`src/sapc_pkg.sv`:
```
// Package: constants, register map and mode types for acquisition control
package sapc_pkg;
	localparam logic [7:0] OFS_PERIOD_LIMIT = 8'h10;
	localparam logic [7:0] OFS_PERIOD_COUNT = 8'h14;
	localparam logic [7:0] OFS_BIN_DIVIDER = 8'h18;
	localparam logic [7:0] OFS_GROUP_ONE = 8'h20;
	localparam logic [7:0] OFS_GROUP_TWO = 8'h24;
	localparam logic [7:0] OFS_PRESET_EN = 8'h28;
	localparam int BIT_EN_ONE = 0;
	localparam int BIT_LIVE_ONE = 1;
	localparam int BIT_LATCH_ONE = 2;
	localparam int BIT_EN_TWO = 16;
	localparam int BIT_LIVE_TWO = 17;
	localparam int BIT_LATCH_TWO = 18;
	localparam logic [31:0] ZERO32 = 32'h0000_0000;
	localparam logic [31:0] ONE32 = 32'h0000_0001;
	localparam int MEM_WORDS_LOG2 = 27;
	// 64 MB is 16M words; threshold minus 512 words
	localparam logic [26:0] FULL_LIMIT = 27'h0FF_FE00;
	localparam int CLK_MHZ = 125;
	localparam int MAX_BIN_MHZ = 5;
	localparam int BIN_GAP_CYC = (CLK_MHZ + MAX_BIN_MHZ - 1) / MAX_BIN_MHZ;
	localparam logic [7:0] BIN_GAP = 8'(BIN_GAP_CYC);
	localparam int PIPE_DRAIN = 2;
	localparam logic [1:0] DRAIN_MAX = 2'(PIPE_DRAIN);
	typedef enum logic [1:0] {
		SAPC_SRC_EXT = 2'b00,
		SAPC_SRC_INT = 2'b01,
		SAPC_SRC_CHN = 2'b10,
		SAPC_SRC_OFF = 2'b11
	} sapc_src_t;
	typedef enum logic [1:0] {
		SAPC_IDLE = 2'b00,
		SAPC_RUN = 2'b01,
		SAPC_DONE = 2'b10
	} sapc_state_t;
endpackage

```
`src/sapc_divider.sv`:
```
// Bin advance prescaler with rate limiter
`timescale 1ns/1ns
module sapc_divider (
	input wire logic mclk,
	input wire logic reset,
	input wire logic clk_en,
	input wire logic raw_pulse,
	input wire logic [31:0] divide_by,
	input wire logic sw_pulse,
	output logic advance
);
	import sapc_pkg::*;
	logic [31:0] cnt_r;
	logic [7:0] gap_r;
	logic scaled;
	logic hw_ok;
	// Reload on reaching the programmed value
	assign scaled = (divide_by == ZERO32) ? raw_pulse :
		(raw_pulse && cnt_r >= divide_by);
	assign hw_ok = scaled && gap_r == 8'h00;
	always_ff @(posedge mclk or posedge reset) begin
		if (reset) begin
			cnt_r <= ZERO32;
		end else if (clk_en && raw_pulse) begin
			if (divide_by == ZERO32 || cnt_r >= divide_by) begin
				cnt_r <= ZERO32;
			end else begin
				cnt_r <= cnt_r + ONE32;
			end
		end
	end
	// Minimum spacing before accepted hardware pulses
	always_ff @(posedge mclk or posedge reset) begin
		if (reset) begin
			gap_r <= 8'h00;
		end else if (clk_en) begin
			if (hw_ok || sw_pulse) begin
				gap_r <= BIN_GAP - 8'h01;
			end else if (gap_r != 8'h00) begin
				gap_r <= gap_r - 8'h01;
			end
		end
	end
	always_ff @(posedge mclk or posedge reset) begin
		if (reset) begin
			advance <= 1'b0;
		end else if (clk_en) begin
			advance <= hw_ok || sw_pulse;
		end
	end
endmodule

```
`src/sapc_top.sv`:
```
// Acquisition sequencing, preset compare and memory-full logic
`timescale 1ns/1ns
module sapc_top (
	input wire logic mclk,
	input wire logic reset,
	input wire logic clk_en,
	input wire logic [7:0] reg_addr,
	input wire logic reg_wr,
	input wire logic reg_rd,
	input wire logic [31:0] reg_wdata,
	output logic [31:0] reg_rdata,
	output logic reg_ack,
	input wire logic key_reset,
	input wire logic key_reset_acq,
	input wire logic key_queue_reset,
	input wire logic key_start,
	input wire logic sw_bin_pulse,
	input wire logic ext_bin_pin,
	input wire logic channel_n_pin,
	input wire logic int_tick,
	input wire sapc_pkg::sapc_src_t src_sel,
	input wire logic non_clearing_mode,
	input wire logic queue_mode,
	input wire logic [31:0] counter_overflow,
	input wire logic [26:0] mem_fill,
	input wire logic [31:0] group_one_sel_count,
	input wire logic [31:0] group_two_sel_count,
	output logic bin_advance_pulse,
	output logic accepted_pulse_monitor,
	output logic mode_enabled,
	output logic acq_done,
	output logic irq_done_edge,
	output logic irq_overflow,
	output logic irq_full_edge,
	output logic mem_full,
	output logic mem_write_block
);
	import sapc_pkg::*;

	// ----------------------------------------
	// Helpers
	// ----------------------------------------
	// Rising edge of a synchronised level
	function automatic logic rise_of(input logic cur, input logic prev);
		return cur && !prev;
	endfunction
	// Threshold compare for presets and completion
	function automatic logic reached(input logic [31:0] value,
		input logic [31:0] limit);
		return value >= limit;
	endfunction

	// ----------------------------------------
	// Pin synchronisers
	// ----------------------------------------
	logic [2:0] pin_s1_r;
	logic [2:0] pin_s2_r;
	logic [2:0] pin_d_r;
	logic ext_rise;
	logic chn_rise;
	logic int_rise;
	logic raw_pulse;
	always_ff @(posedge mclk or posedge reset) begin
		if (reset) begin
			pin_s1_r <= 3'h0;
			pin_s2_r <= 3'h0;
			pin_d_r <= 3'h0;
		end else if (clk_en) begin
			pin_s1_r <= {int_tick, channel_n_pin, ext_bin_pin};
			pin_s2_r <= pin_s1_r;
			pin_d_r <= pin_s2_r;
		end
	end
	assign ext_rise = rise_of(pin_s2_r[0], pin_d_r[0]);
	assign chn_rise = rise_of(pin_s2_r[1], pin_d_r[1]);
	assign int_rise = rise_of(pin_s2_r[2], pin_d_r[2]);
	always_comb begin
		case (src_sel)
			SAPC_SRC_EXT: raw_pulse = ext_rise;
			SAPC_SRC_INT: raw_pulse = int_rise;
			SAPC_SRC_CHN: raw_pulse = chn_rise;
			default: raw_pulse = 1'b0;
		endcase
	end

	// ----------------------------------------
	// Registers
	// ----------------------------------------
	logic [31:0] period_limit_r;
	logic [31:0] period_count_r;
	logic [31:0] divider_r;
	logic [31:0] group_one_r;
	logic [31:0] group_two_r;
	logic en_one_r;
	logic en_two_r;
	logic latch_one_r;
	logic latch_two_r;
	logic live_one;
	logic live_two;
	always_ff @(posedge mclk or posedge reset) begin
		if (reset) begin
			period_limit_r <= ZERO32;
			divider_r <= ZERO32;
			group_one_r <= ZERO32;
			group_two_r <= ZERO32;
		end else if (clk_en && reg_wr) begin
			case (reg_addr)
				OFS_PERIOD_LIMIT: period_limit_r <= reg_wdata;
				OFS_BIN_DIVIDER: divider_r <= reg_wdata;
				OFS_GROUP_ONE: group_one_r <= reg_wdata;
				OFS_GROUP_TWO: group_two_r <= reg_wdata;
				default: ;
			endcase
		end
	end
	always_ff @(posedge mclk or posedge reset) begin
		if (reset) begin
			en_one_r <= 1'b0;
			en_two_r <= 1'b0;
		end else if (clk_en) begin
			if (key_reset) begin
				en_one_r <= 1'b0;
				en_two_r <= 1'b0;
			end else if (reg_wr && reg_addr == OFS_PRESET_EN) begin
				en_one_r <= reg_wdata[BIT_EN_ONE];
				en_two_r <= reg_wdata[BIT_EN_TWO];
			end
		end
	end
	assign live_one = en_one_r && reached(group_one_sel_count, group_one_r);
	assign live_two = en_two_r && reached(group_two_sel_count, group_two_r);
	always_ff @(posedge mclk or posedge reset) begin
		if (reset) begin
			latch_one_r <= 1'b0;
			latch_two_r <= 1'b0;
		end else if (clk_en) begin
			if (key_reset) begin
				latch_one_r <= 1'b0;
				latch_two_r <= 1'b0;
			end else if (bin_advance_pulse) begin
				latch_one_r <= live_one;
				latch_two_r <= live_two;
			end
		end
	end
	always_ff @(posedge mclk or posedge reset) begin
		if (reset) begin
			reg_rdata <= ZERO32;
			reg_ack <= 1'b0;
		end else if (clk_en) begin
			reg_ack <= reg_rd || reg_wr;
			reg_rdata <= ZERO32;
			if (reg_rd) begin
				case (reg_addr)
					OFS_PERIOD_LIMIT: reg_rdata <= period_limit_r;
					OFS_PERIOD_COUNT: reg_rdata <= period_count_r;
					OFS_BIN_DIVIDER: reg_rdata <= divider_r;
					OFS_GROUP_ONE: reg_rdata <= group_one_r;
					OFS_GROUP_TWO: reg_rdata <= group_two_r;
					OFS_PRESET_EN: begin
						reg_rdata[BIT_EN_ONE] <= en_one_r;
						reg_rdata[BIT_LIVE_ONE] <= live_one;
						reg_rdata[BIT_LATCH_ONE] <= latch_one_r;
						reg_rdata[BIT_EN_TWO] <= en_two_r;
						reg_rdata[BIT_LIVE_TWO] <= live_two;
						reg_rdata[BIT_LATCH_TWO] <= latch_two_r;
					end
					default: reg_rdata <= ZERO32;
				endcase
			end
		end
	end

	// ----------------------------------------
	// Prescaler
	// ----------------------------------------
	logic advance;
	logic sw_sync_r;
	always_ff @(posedge mclk or posedge reset) begin
		if (reset) begin
			sw_sync_r <= 1'b0;
		end else if (clk_en) begin
			sw_sync_r <= sw_bin_pulse;
		end
	end
	sapc_divider u_div (
		.mclk(mclk),
		.reset(reset),
		.clk_en(clk_en),
		.raw_pulse(raw_pulse),
		.divide_by(divider_r),
		.sw_pulse(sw_sync_r),
		.advance(advance)
	);

	// ----------------------------------------
	// Acquisition sequencer
	// ----------------------------------------
	sapc_state_t state_r;
	logic [1:0] drain_r;
	logic accept;
	logic [31:0] count_nxt;
	logic acq_key;
	logic finish;
	assign accept = advance && state_r == SAPC_RUN &&
		(!mem_full || drain_r != 2'h0);
	assign count_nxt = period_count_r + ONE32;
	assign acq_key = key_reset || key_reset_acq;
	// Zero limit never completes
	assign finish = accept && period_limit_r != ZERO32 &&
		reached(count_nxt, period_limit_r);
	always_ff @(posedge mclk or posedge reset) begin
		if (reset) begin
			state_r <= SAPC_IDLE;
		end else if (clk_en) begin
			case (state_r)
				SAPC_IDLE: if (key_start) state_r <= SAPC_RUN;
				SAPC_RUN: begin
					if (acq_key) begin
						state_r <= SAPC_IDLE;
					end else if (finish) begin
						state_r <= SAPC_DONE;
					end
				end
				SAPC_DONE: begin
					if (acq_key) begin
						state_r <= SAPC_IDLE;
					end
				end
				default: state_r <= SAPC_IDLE;
			endcase
		end
	end
	always_ff @(posedge mclk or posedge reset) begin
		if (reset) begin
			period_count_r <= ZERO32;
		end else if (clk_en) begin
			if (key_start && state_r == SAPC_IDLE) begin
				period_count_r <= ZERO32;
			end else if (accept) begin
				period_count_r <= count_nxt;
			end
		end
	end
	always_ff @(posedge mclk or posedge reset) begin
		if (reset) begin
			bin_advance_pulse <= 1'b0;
			accepted_pulse_monitor <= 1'b0;
			mode_enabled <= 1'b0;
			acq_done <= 1'b0;
			irq_done_edge <= 1'b0;
		end else if (clk_en) begin
			bin_advance_pulse <= accept;
			accepted_pulse_monitor <= accept;
			mode_enabled <= state_r == SAPC_RUN;
			// Done flag falls with the key, not a cycle later
			acq_done <= state_r == SAPC_DONE && !acq_key;
			irq_done_edge <= finish && !acq_key;
		end
	end

	// ----------------------------------------
	// Overflow and memory almost full
	// ----------------------------------------
	logic full_cond;
	logic queue_clear;
	logic full_nxt;
	assign full_cond = queue_mode && mem_fill > FULL_LIMIT;
	assign queue_clear = key_queue_reset || key_reset;
	// Set wins over a clear in the same cycle
	assign full_nxt = full_cond || (mem_full && !queue_clear);
	always_ff @(posedge mclk or posedge reset) begin
		if (reset) begin
			irq_overflow <= 1'b0;
		end else if (clk_en) begin
			irq_overflow <= non_clearing_mode &&
				(|counter_overflow);
		end
	end
	always_ff @(posedge mclk or posedge reset) begin
		if (reset) begin
			mem_full <= 1'b0;
			irq_full_edge <= 1'b0;
			mem_write_block <= 1'b0;
		end else if (clk_en) begin
			irq_full_edge <= full_cond && !mem_full;
			if (full_cond) begin
				mem_full <= 1'b1;
			end else if (queue_clear) begin
				mem_full <= 1'b0;
			end
			// Block drops together with the full flag
			mem_write_block <= full_nxt && drain_r == 2'h0;
		end
	end
	always_ff @(posedge mclk or posedge reset) begin
		if (reset) begin
			drain_r <= DRAIN_MAX;
		end else if (clk_en) begin
			if (!mem_full) begin
				drain_r <= DRAIN_MAX;
			end else if (accept && drain_r != 2'h0) begin
				drain_r <= drain_r - 2'h1;
			end
		end
	end
endmodule

```
`config.mk`:
```
export PLATFORM = sky130hd
export DESIGN_NAME = sapc_top
export DESIGN_NICKNAME = d
export VERILOG_FILES = /design/src/sapc_pkg.sv /design/src/sapc_divider.sv /design/src/sapc_top.sv
export SDC_FILE = /design/constraint.sdc
export NUM_CORES = 1
export LEC_CHECK = 0
export BUFFER_PORTS_ARGS = -buffer_cell sky130_fd_sc_hd__buf_4
export CAP_MARGIN = 40
export CORE_ASPECT_RATIO = 0.6
export CORE_MARGIN = 3
export CORE_UTILIZATION = 49
export DETAILED_ROUTE_END_ITERATION = 8
export GPL_ROUTABILITY_DRIVEN = 0
export PLACE_DENSITY = 0.7
export REMOVE_ABC_BUFFERS = 1
export SYNTH_ARGS = -nofsm -noshare
export SYNTH_HDL_FRONTEND = slang
export SYNTH_SLANG_ARGS = --single-unit
```
`constraint.sdc`:
```
create_clock -name mclk -period 16.85 [get_ports mclk]
set_input_delay 0.8425 -clock mclk [delete_from_list [all_inputs] [get_ports mclk]]
set_output_delay 0.8425 -clock mclk [all_outputs]
set_load 0.02 [all_outputs]
```
Word-level counts from Yosys, hierarchy flattened
Cells that the tools add are included.
{ "word_totals": {"register_bits": 260, "inputBits": 180, "out_inout_bits": 42} }
{ "op_classes": {"n_addsub": 4, "n_lt_le_gt_ge": 5, "n_eq_ne": 14, "muxes": 29, "n_reduce_logical": 61} }
{ "ops": {"columns": ["cell", "n"], "rows": [
  ["$pmux 13 s5", 2],
  ["$ge 32x32->1", 4],
  ["$mux 32", 4],
  ["$add 32x1->32 const B", 2],
  ["$pmux 3 s6", 2],
  ["$logic_not 32->1", 1],
  ["$reduce_bool 32->1", 1],
  ["$reduce_or 32->1", 1],
  ["$gt 27x24->1 const B", 1],
  ["$eq 8x5->1 const B", 3],
  ["$eq 8x6->1 const B", 3],
  ["$logic_and 1x1->1", 23],
  ["$reduce_and 2->1", 10],
  ["$mux 8", 2],
  ["$mux 2", 6],
  ["$reduce_bool 2->1", 6],
  ["$mux 1", 11],
  ["$logic_not 8->1", 1],
  ["$reduce_bool 8->1", 1],
  ["$sub 8x1->8 const B", 1],
  ["$logic_or 1x1->1", 7],
  ["$logic_not 1->1", 6],
  ["$logic_not 2->1", 3],
  ["$pmux 2 s3", 1],
  ["8 further kinds", 11]
]} }

Depth between registers and ports, before layout
{ "logic_depth": {"ltp_word": 9, "depth_mapped": 15, "ltp_nobuf": 15} }

Modules after synthesis
From an unflattened synthesis, not the netlist that was laid out.
{ "hier_totals": {"hier_cells": 1660, "hier_area_um2": 15637.5} }
{ "modules_own_cells": {"columns": ["module", "instances", "cells_each", "area_each_um2", "seq_area_each_um2"], "rows": [
  ["sapc_top", 1, 1301, 12605.8, 5481.5],
  ["sapc_divider", 1, 359, 3031.7, 1026.0]
]} }

Worst setup path before layout
No wires, ideal clock.
{ "synth_path": {"path_type": "reg2reg", "startpoint": "register period_count_r[2]", "endpoint": "register state_r[1]", "setup_time_ps": 122, "t_arrival_ps": 3098, "t_required_ps": 16728, "slack_ps": 13631, "stages_incl_launch_ff": 15, "path_buffers": 0, "synth_period_minus_slack_ps": 3219, "path_cell_list": "dfrtp_1 nand3_1 nor3_1 nand4_2 nor2_1 nand3_1 xnor2_1 ha_1 a21o_1 a21o_1 a21oi_1 o21ai_0 a31oi_1 nor2_1 a32o_1"} }
{ "synth_between": {"elab_chain_len": 5} }
{ "synth_lines": {"columns": ["element", "line", "text"], "rows": [
  ["start: declaration", "sapc_top.sv:90", "logic [31:0] period_count_r;"],
  ["start signal: assignment", "sapc_top.sv:241", "period_count_r <= count_nxt;"],
  ["$add 32x1->32", "sapc_top.sv:207", "assign count_nxt = period_count_r + ONE32;"],
  ["$ge 32x32->1", "sapc_top.sv:50", "return value >= limit;"],
  ["$logic_and 1x1->1", "sapc_top.sv:210", "assign finish = accept && period_limit_r != ZERO32 &&"],
  ["$ne 3x3->1 (no source line)", null, null],
  ["$reduce_and 4->1 (no source line)", null, null],
  ["end signal: assignment", "sapc_top.sv:214", "state_r <= SAPC_IDLE;"],
  ["end signal: assignment", "sapc_top.sv:217", "SAPC_IDLE: if (key_start) state_r <= SAPC_RUN;"],
  ["end signal: assignment", "sapc_top.sv:220", "state_r <= SAPC_IDLE;"],
  ["end: declaration", "sapc_top.sv:199", "sapc_state_t state_r;"]
]} }
Every way passes these cells.
A chain may end at the register's enable or synchronous reset.

Final worst setup path
{ "layout_path": {"startpoint": "register period_count_r[0]", "endpoint": "register state_r[1]"} }
The elaborated chain is that of the path after synthesis.

==> run_results.csv <==
group,metric,value,unit
run_status,status,"finished, final reports clean",
grt,antenna_found_initial,1,
cts,cts_tree,"done",
drt,vias,13700,
place,dp_cells,2234,
yosys,yosysTopAreaCellShare,0.4223,
yosys,post-synth-top-area-cell,"dfrtp_1",
timing,slew_headroom,0.3054,
critical_path,crit_arrival,4.44,ns
drt,drtIter0Drc,1554,
drt,dr.pass1.iters,6,
flow_run,maxCapViolations,0,
timing,setup_viol_count_final,0,
drt,drc,0,
finish,antenna_cells,0,
critical_path,r2r_start,"period_count_r[0]",
cts,hold_buffers,0,
timing,rsz0062_at_grt,"no",
timing,setup_tns,0,ns
yosys,synth_area,15350,sq um
finish,nets,2166,
finish,layout_common_cells,"dfrtp_1, buf_4, o21ai_0, nand2_1, inv_1",
drt,vias_per_cell,6.008,
floorplanning,chipHeight,143.1,um
power_and_ir_drop,p_total,1503,uW
drt,wl,49090,um
place,dpl.hpwl,36490,um
yosys,synth_area_leaders,"dfrtp_1, ha_1, o21ai_0, nand2_1, inv_1",
timing,min_period,3.999,ns
timing,drv_slew,0,
grt,grt_pass1_vias,13180,
critical_path,required,17.29,ns
grt,grtUsageTotal,0.2909,
grt,grt_pass1_wl,75670,um
critical_path,setup.worst_path.end,"state_r[1]",
critical_path,rr_endpoint,"state_r[1]",
cts,cts_buffers,26,
timing,hold_viol,0,
place,place.port_buffers,221,
timing,fin_skew,0.01803,ns
yosys,yosysSeqAreaShare,0.4241,
critical_path,cp-end-kind,"flop",
floorplanning,dieArea,33550,sq um
cts,cts_setup_buffers,0,
cts,post_cts_resized,0,
cts,clkLatencyLatePin,0.56,ns
floorplanning,rows,49,
yosys,synth_edf_count,0,
critical_path,cp-start-kind,"flop",
power_and_ir_drop,p_per_area,81.82,nW/um^2
critical_path,r2r_setup_slack,12.85,ns
floorplanning,ioPinCount,222,
drt,final_antenna_net_count,0,
cts,root_buffer,"clkbuf_16",
grt,grt_max_degree,107,
yosys,syn_inst,1656,
yosys,ys_seq_elements,260,
cts,htree_num_levels,1,
yosys,yosysUniqueCellTypes,66,
power_and_ir_drop,ir_drop,76.06,uV
yosys,async_reset_ff_frac,1.000,
grt,gr-total-overflow,0,
timing,worst_pin_slew,1.027,ns
finish,syn_to_final_growth,19.74,%
yosys,ys.flop_type,"dfrtp_1",
cts,path_clk_slew,0.06,ns
min_path,hold_path_class,"input pin to asynchronous set/reset pin",
floorplanning,fp.dieW,234.5,um
timing,finalCritPeriodShare,0.2373,
critical_path,crit_fanout,6,
cts,cts_buffer_depth,3,
timing,max_freq,0.2501,GHz
floorplanning,core-area,30410,sq um
yosys,yosysWarnings,0,
critical_path,reg2reg_depth,15,
floorplanning,start_util,0.5046,
yosys,syn_avg_cell_area,9.267,sq um
finish,instances_no_fill,2280,
power_and_ir_drop,p_leak,0.008781,uW
cts,cts.sinks,260,
finish,final_common_cell,"dfrtp_1",
critical_path,path_class,"flop to flop",
drt,wl_per_cell,21.53,um
finish,drive_gt1_frac,0.1864,
critical_path,crit_start,"period_count_r[0]",
==> flip-flops by register name, summed over array words and instances, names as in the netlist, 2 cells and up <==
signal	flops
divider_r	32
drain_r	2
group_one_r	32
group_two_r	32
period_count_r	32
period_limit_r	32
pin_d_r	3
pin_s1_r	3
pin_s2_r	3
reg_rdata	32
state_r	2
u_div.cnt_r	32
u_div.gap_r	8
==> synth_stat cells (4+ instances only) <==
| cell type | n |
|---|---|
| a211oi_1 | 37 |
| a21o_1 | 18 |
| a21oi_1 | 56 |
| a221oi_1 | 4 |
| a22o_1 | 46 |
| a22oi_1 | 36 |
| a31oi_1 | 8 |
| and2_1 | 7 |
| and3_1 | 14 |
| and4_1 | 6 |
| buf_2 | 9 |
| clkbuf_1 | 60 |
| dfrtp_1 | 259 |
| ha_1 | 132 |
| inv_1 | 153 |
| mux2_2 | 47 |
| nand2_1 | 166 |
| nand2b_1 | 10 |
| nand3_1 | 28 |
| nand4_1 | 36 |
| nor2_1 | 118 |
| nor2b_1 | 7 |
| nor3_1 | 24 |
| nor4_1 | 33 |
| nor4b_1 | 5 |
| o211ai_1 | 6 |
| o21ai_0 | 171 |
| o2bb2ai_1 | 33 |
| o31ai_1 | 10 |
| or3_1 | 13 |
| xnor2_1 | 34 |
| xor2_1 | 17 |
==> how the worst min path moves through the flow <==
stage / start / slack, ns / endpoint / depth (start not counted)
2_1_floorplan: latch_one_r / 0.45 / latch_one_r / 2
3_3_place_gp: drain_r[1] / 0.47 / drain_r[1] / 2
3_5_place_dp: reg_rdata[8] / 0.47 / reg_rdata[8] / 1
4_1_cts: reset / 0.47 / period_limit_r[20] / 2
5_1_grt: reset / 0.49 / reg_rdata[19] / 2
6_report: reset / 0.44 / reg_rdata[21] / 2
==> where the power goes <==
group	internal, uW	switching, uW	total, uW
Sequential	663	39.7	702
Combinational	100	124	225
Clock	321	255	576
Total	1080	419	1500
==> layout make-up <==
cell class	instances	area, sq um
Timing Repair Buffer	243	1929
Clock inverter	8	76.32
Sequential cell	260	6507
Clock buffer	38	745.7
Tap cell	408	510.5
Fill cell	2583	12030
Multi-Input combinational cell	1170	8024
Inverter	153	581.8
==> logic make-up (layout without fill, tap and decap cells) <==
kind of cell / after synthesis / in the layout / synth area share
flops: 260 / 260 / 0.4241
compound gates: 457 / 457 / 0.1970
buf+inv: 226 / 442 / 0.05626
simple gates: 481 / 481 / 0.1502
xor+xnor: 51 / 51 / 0.02911
fa+ha+maj: 132 / 132 / 0.1076
mux: 49 / 49 / 0.03579
==> critical path: stages (launching register included) <==
cell and delay (ns):
dfrtp_1 0.43, ha_1 0.22, nand3_1 0.18, nor2_1 0.44, and3_1 0.31, and2_1 0.28
nand4_1 0.20, xnor2_1 0.18, ha_1 0.18, a21oi_1 0.11, o21ai_0 0.15, a221oi_1 0.40
o211ai_1 0.18, a31oi_1 0.20, nor2_1 0.13, a32o_1 0.27
==> per-layer routing <==
| metal | track usage | vias to the layer above | routed length [um] |
|---|---|---|---|
| met5 | 0 | - | 0 |
| met4 | 0.06650 | 0 | 1097 |
| met3 | 0.09250 | 80 | 5817 |
| met2 | 0.4128 | 667 | 19930 |
| met1 | 0.4322 | 6602 | 22250 |
| li1 | - | 6349 | - |
==> stage by stage <==
step | utilization | setup WS (ns) | cell area [sq um] | hold slack [ns]
finish | 0.6043 | 12.85 | 18380 | 0.4376
global route | 0.6043 | 12.55 | 18380 | 0.4867
CTS | 0.6043 | 12.92 | 18380 | 0.4680
detailed placement | 0.5772 | 12.96 | 17550 | 0.4743
global placement | 0.5718 | 13.09 | 17390 | 0.4715
floorplan | - | 8.854 | 15060 | 0.4494
No activity file was read; power rests on OpenSTA's default activity.
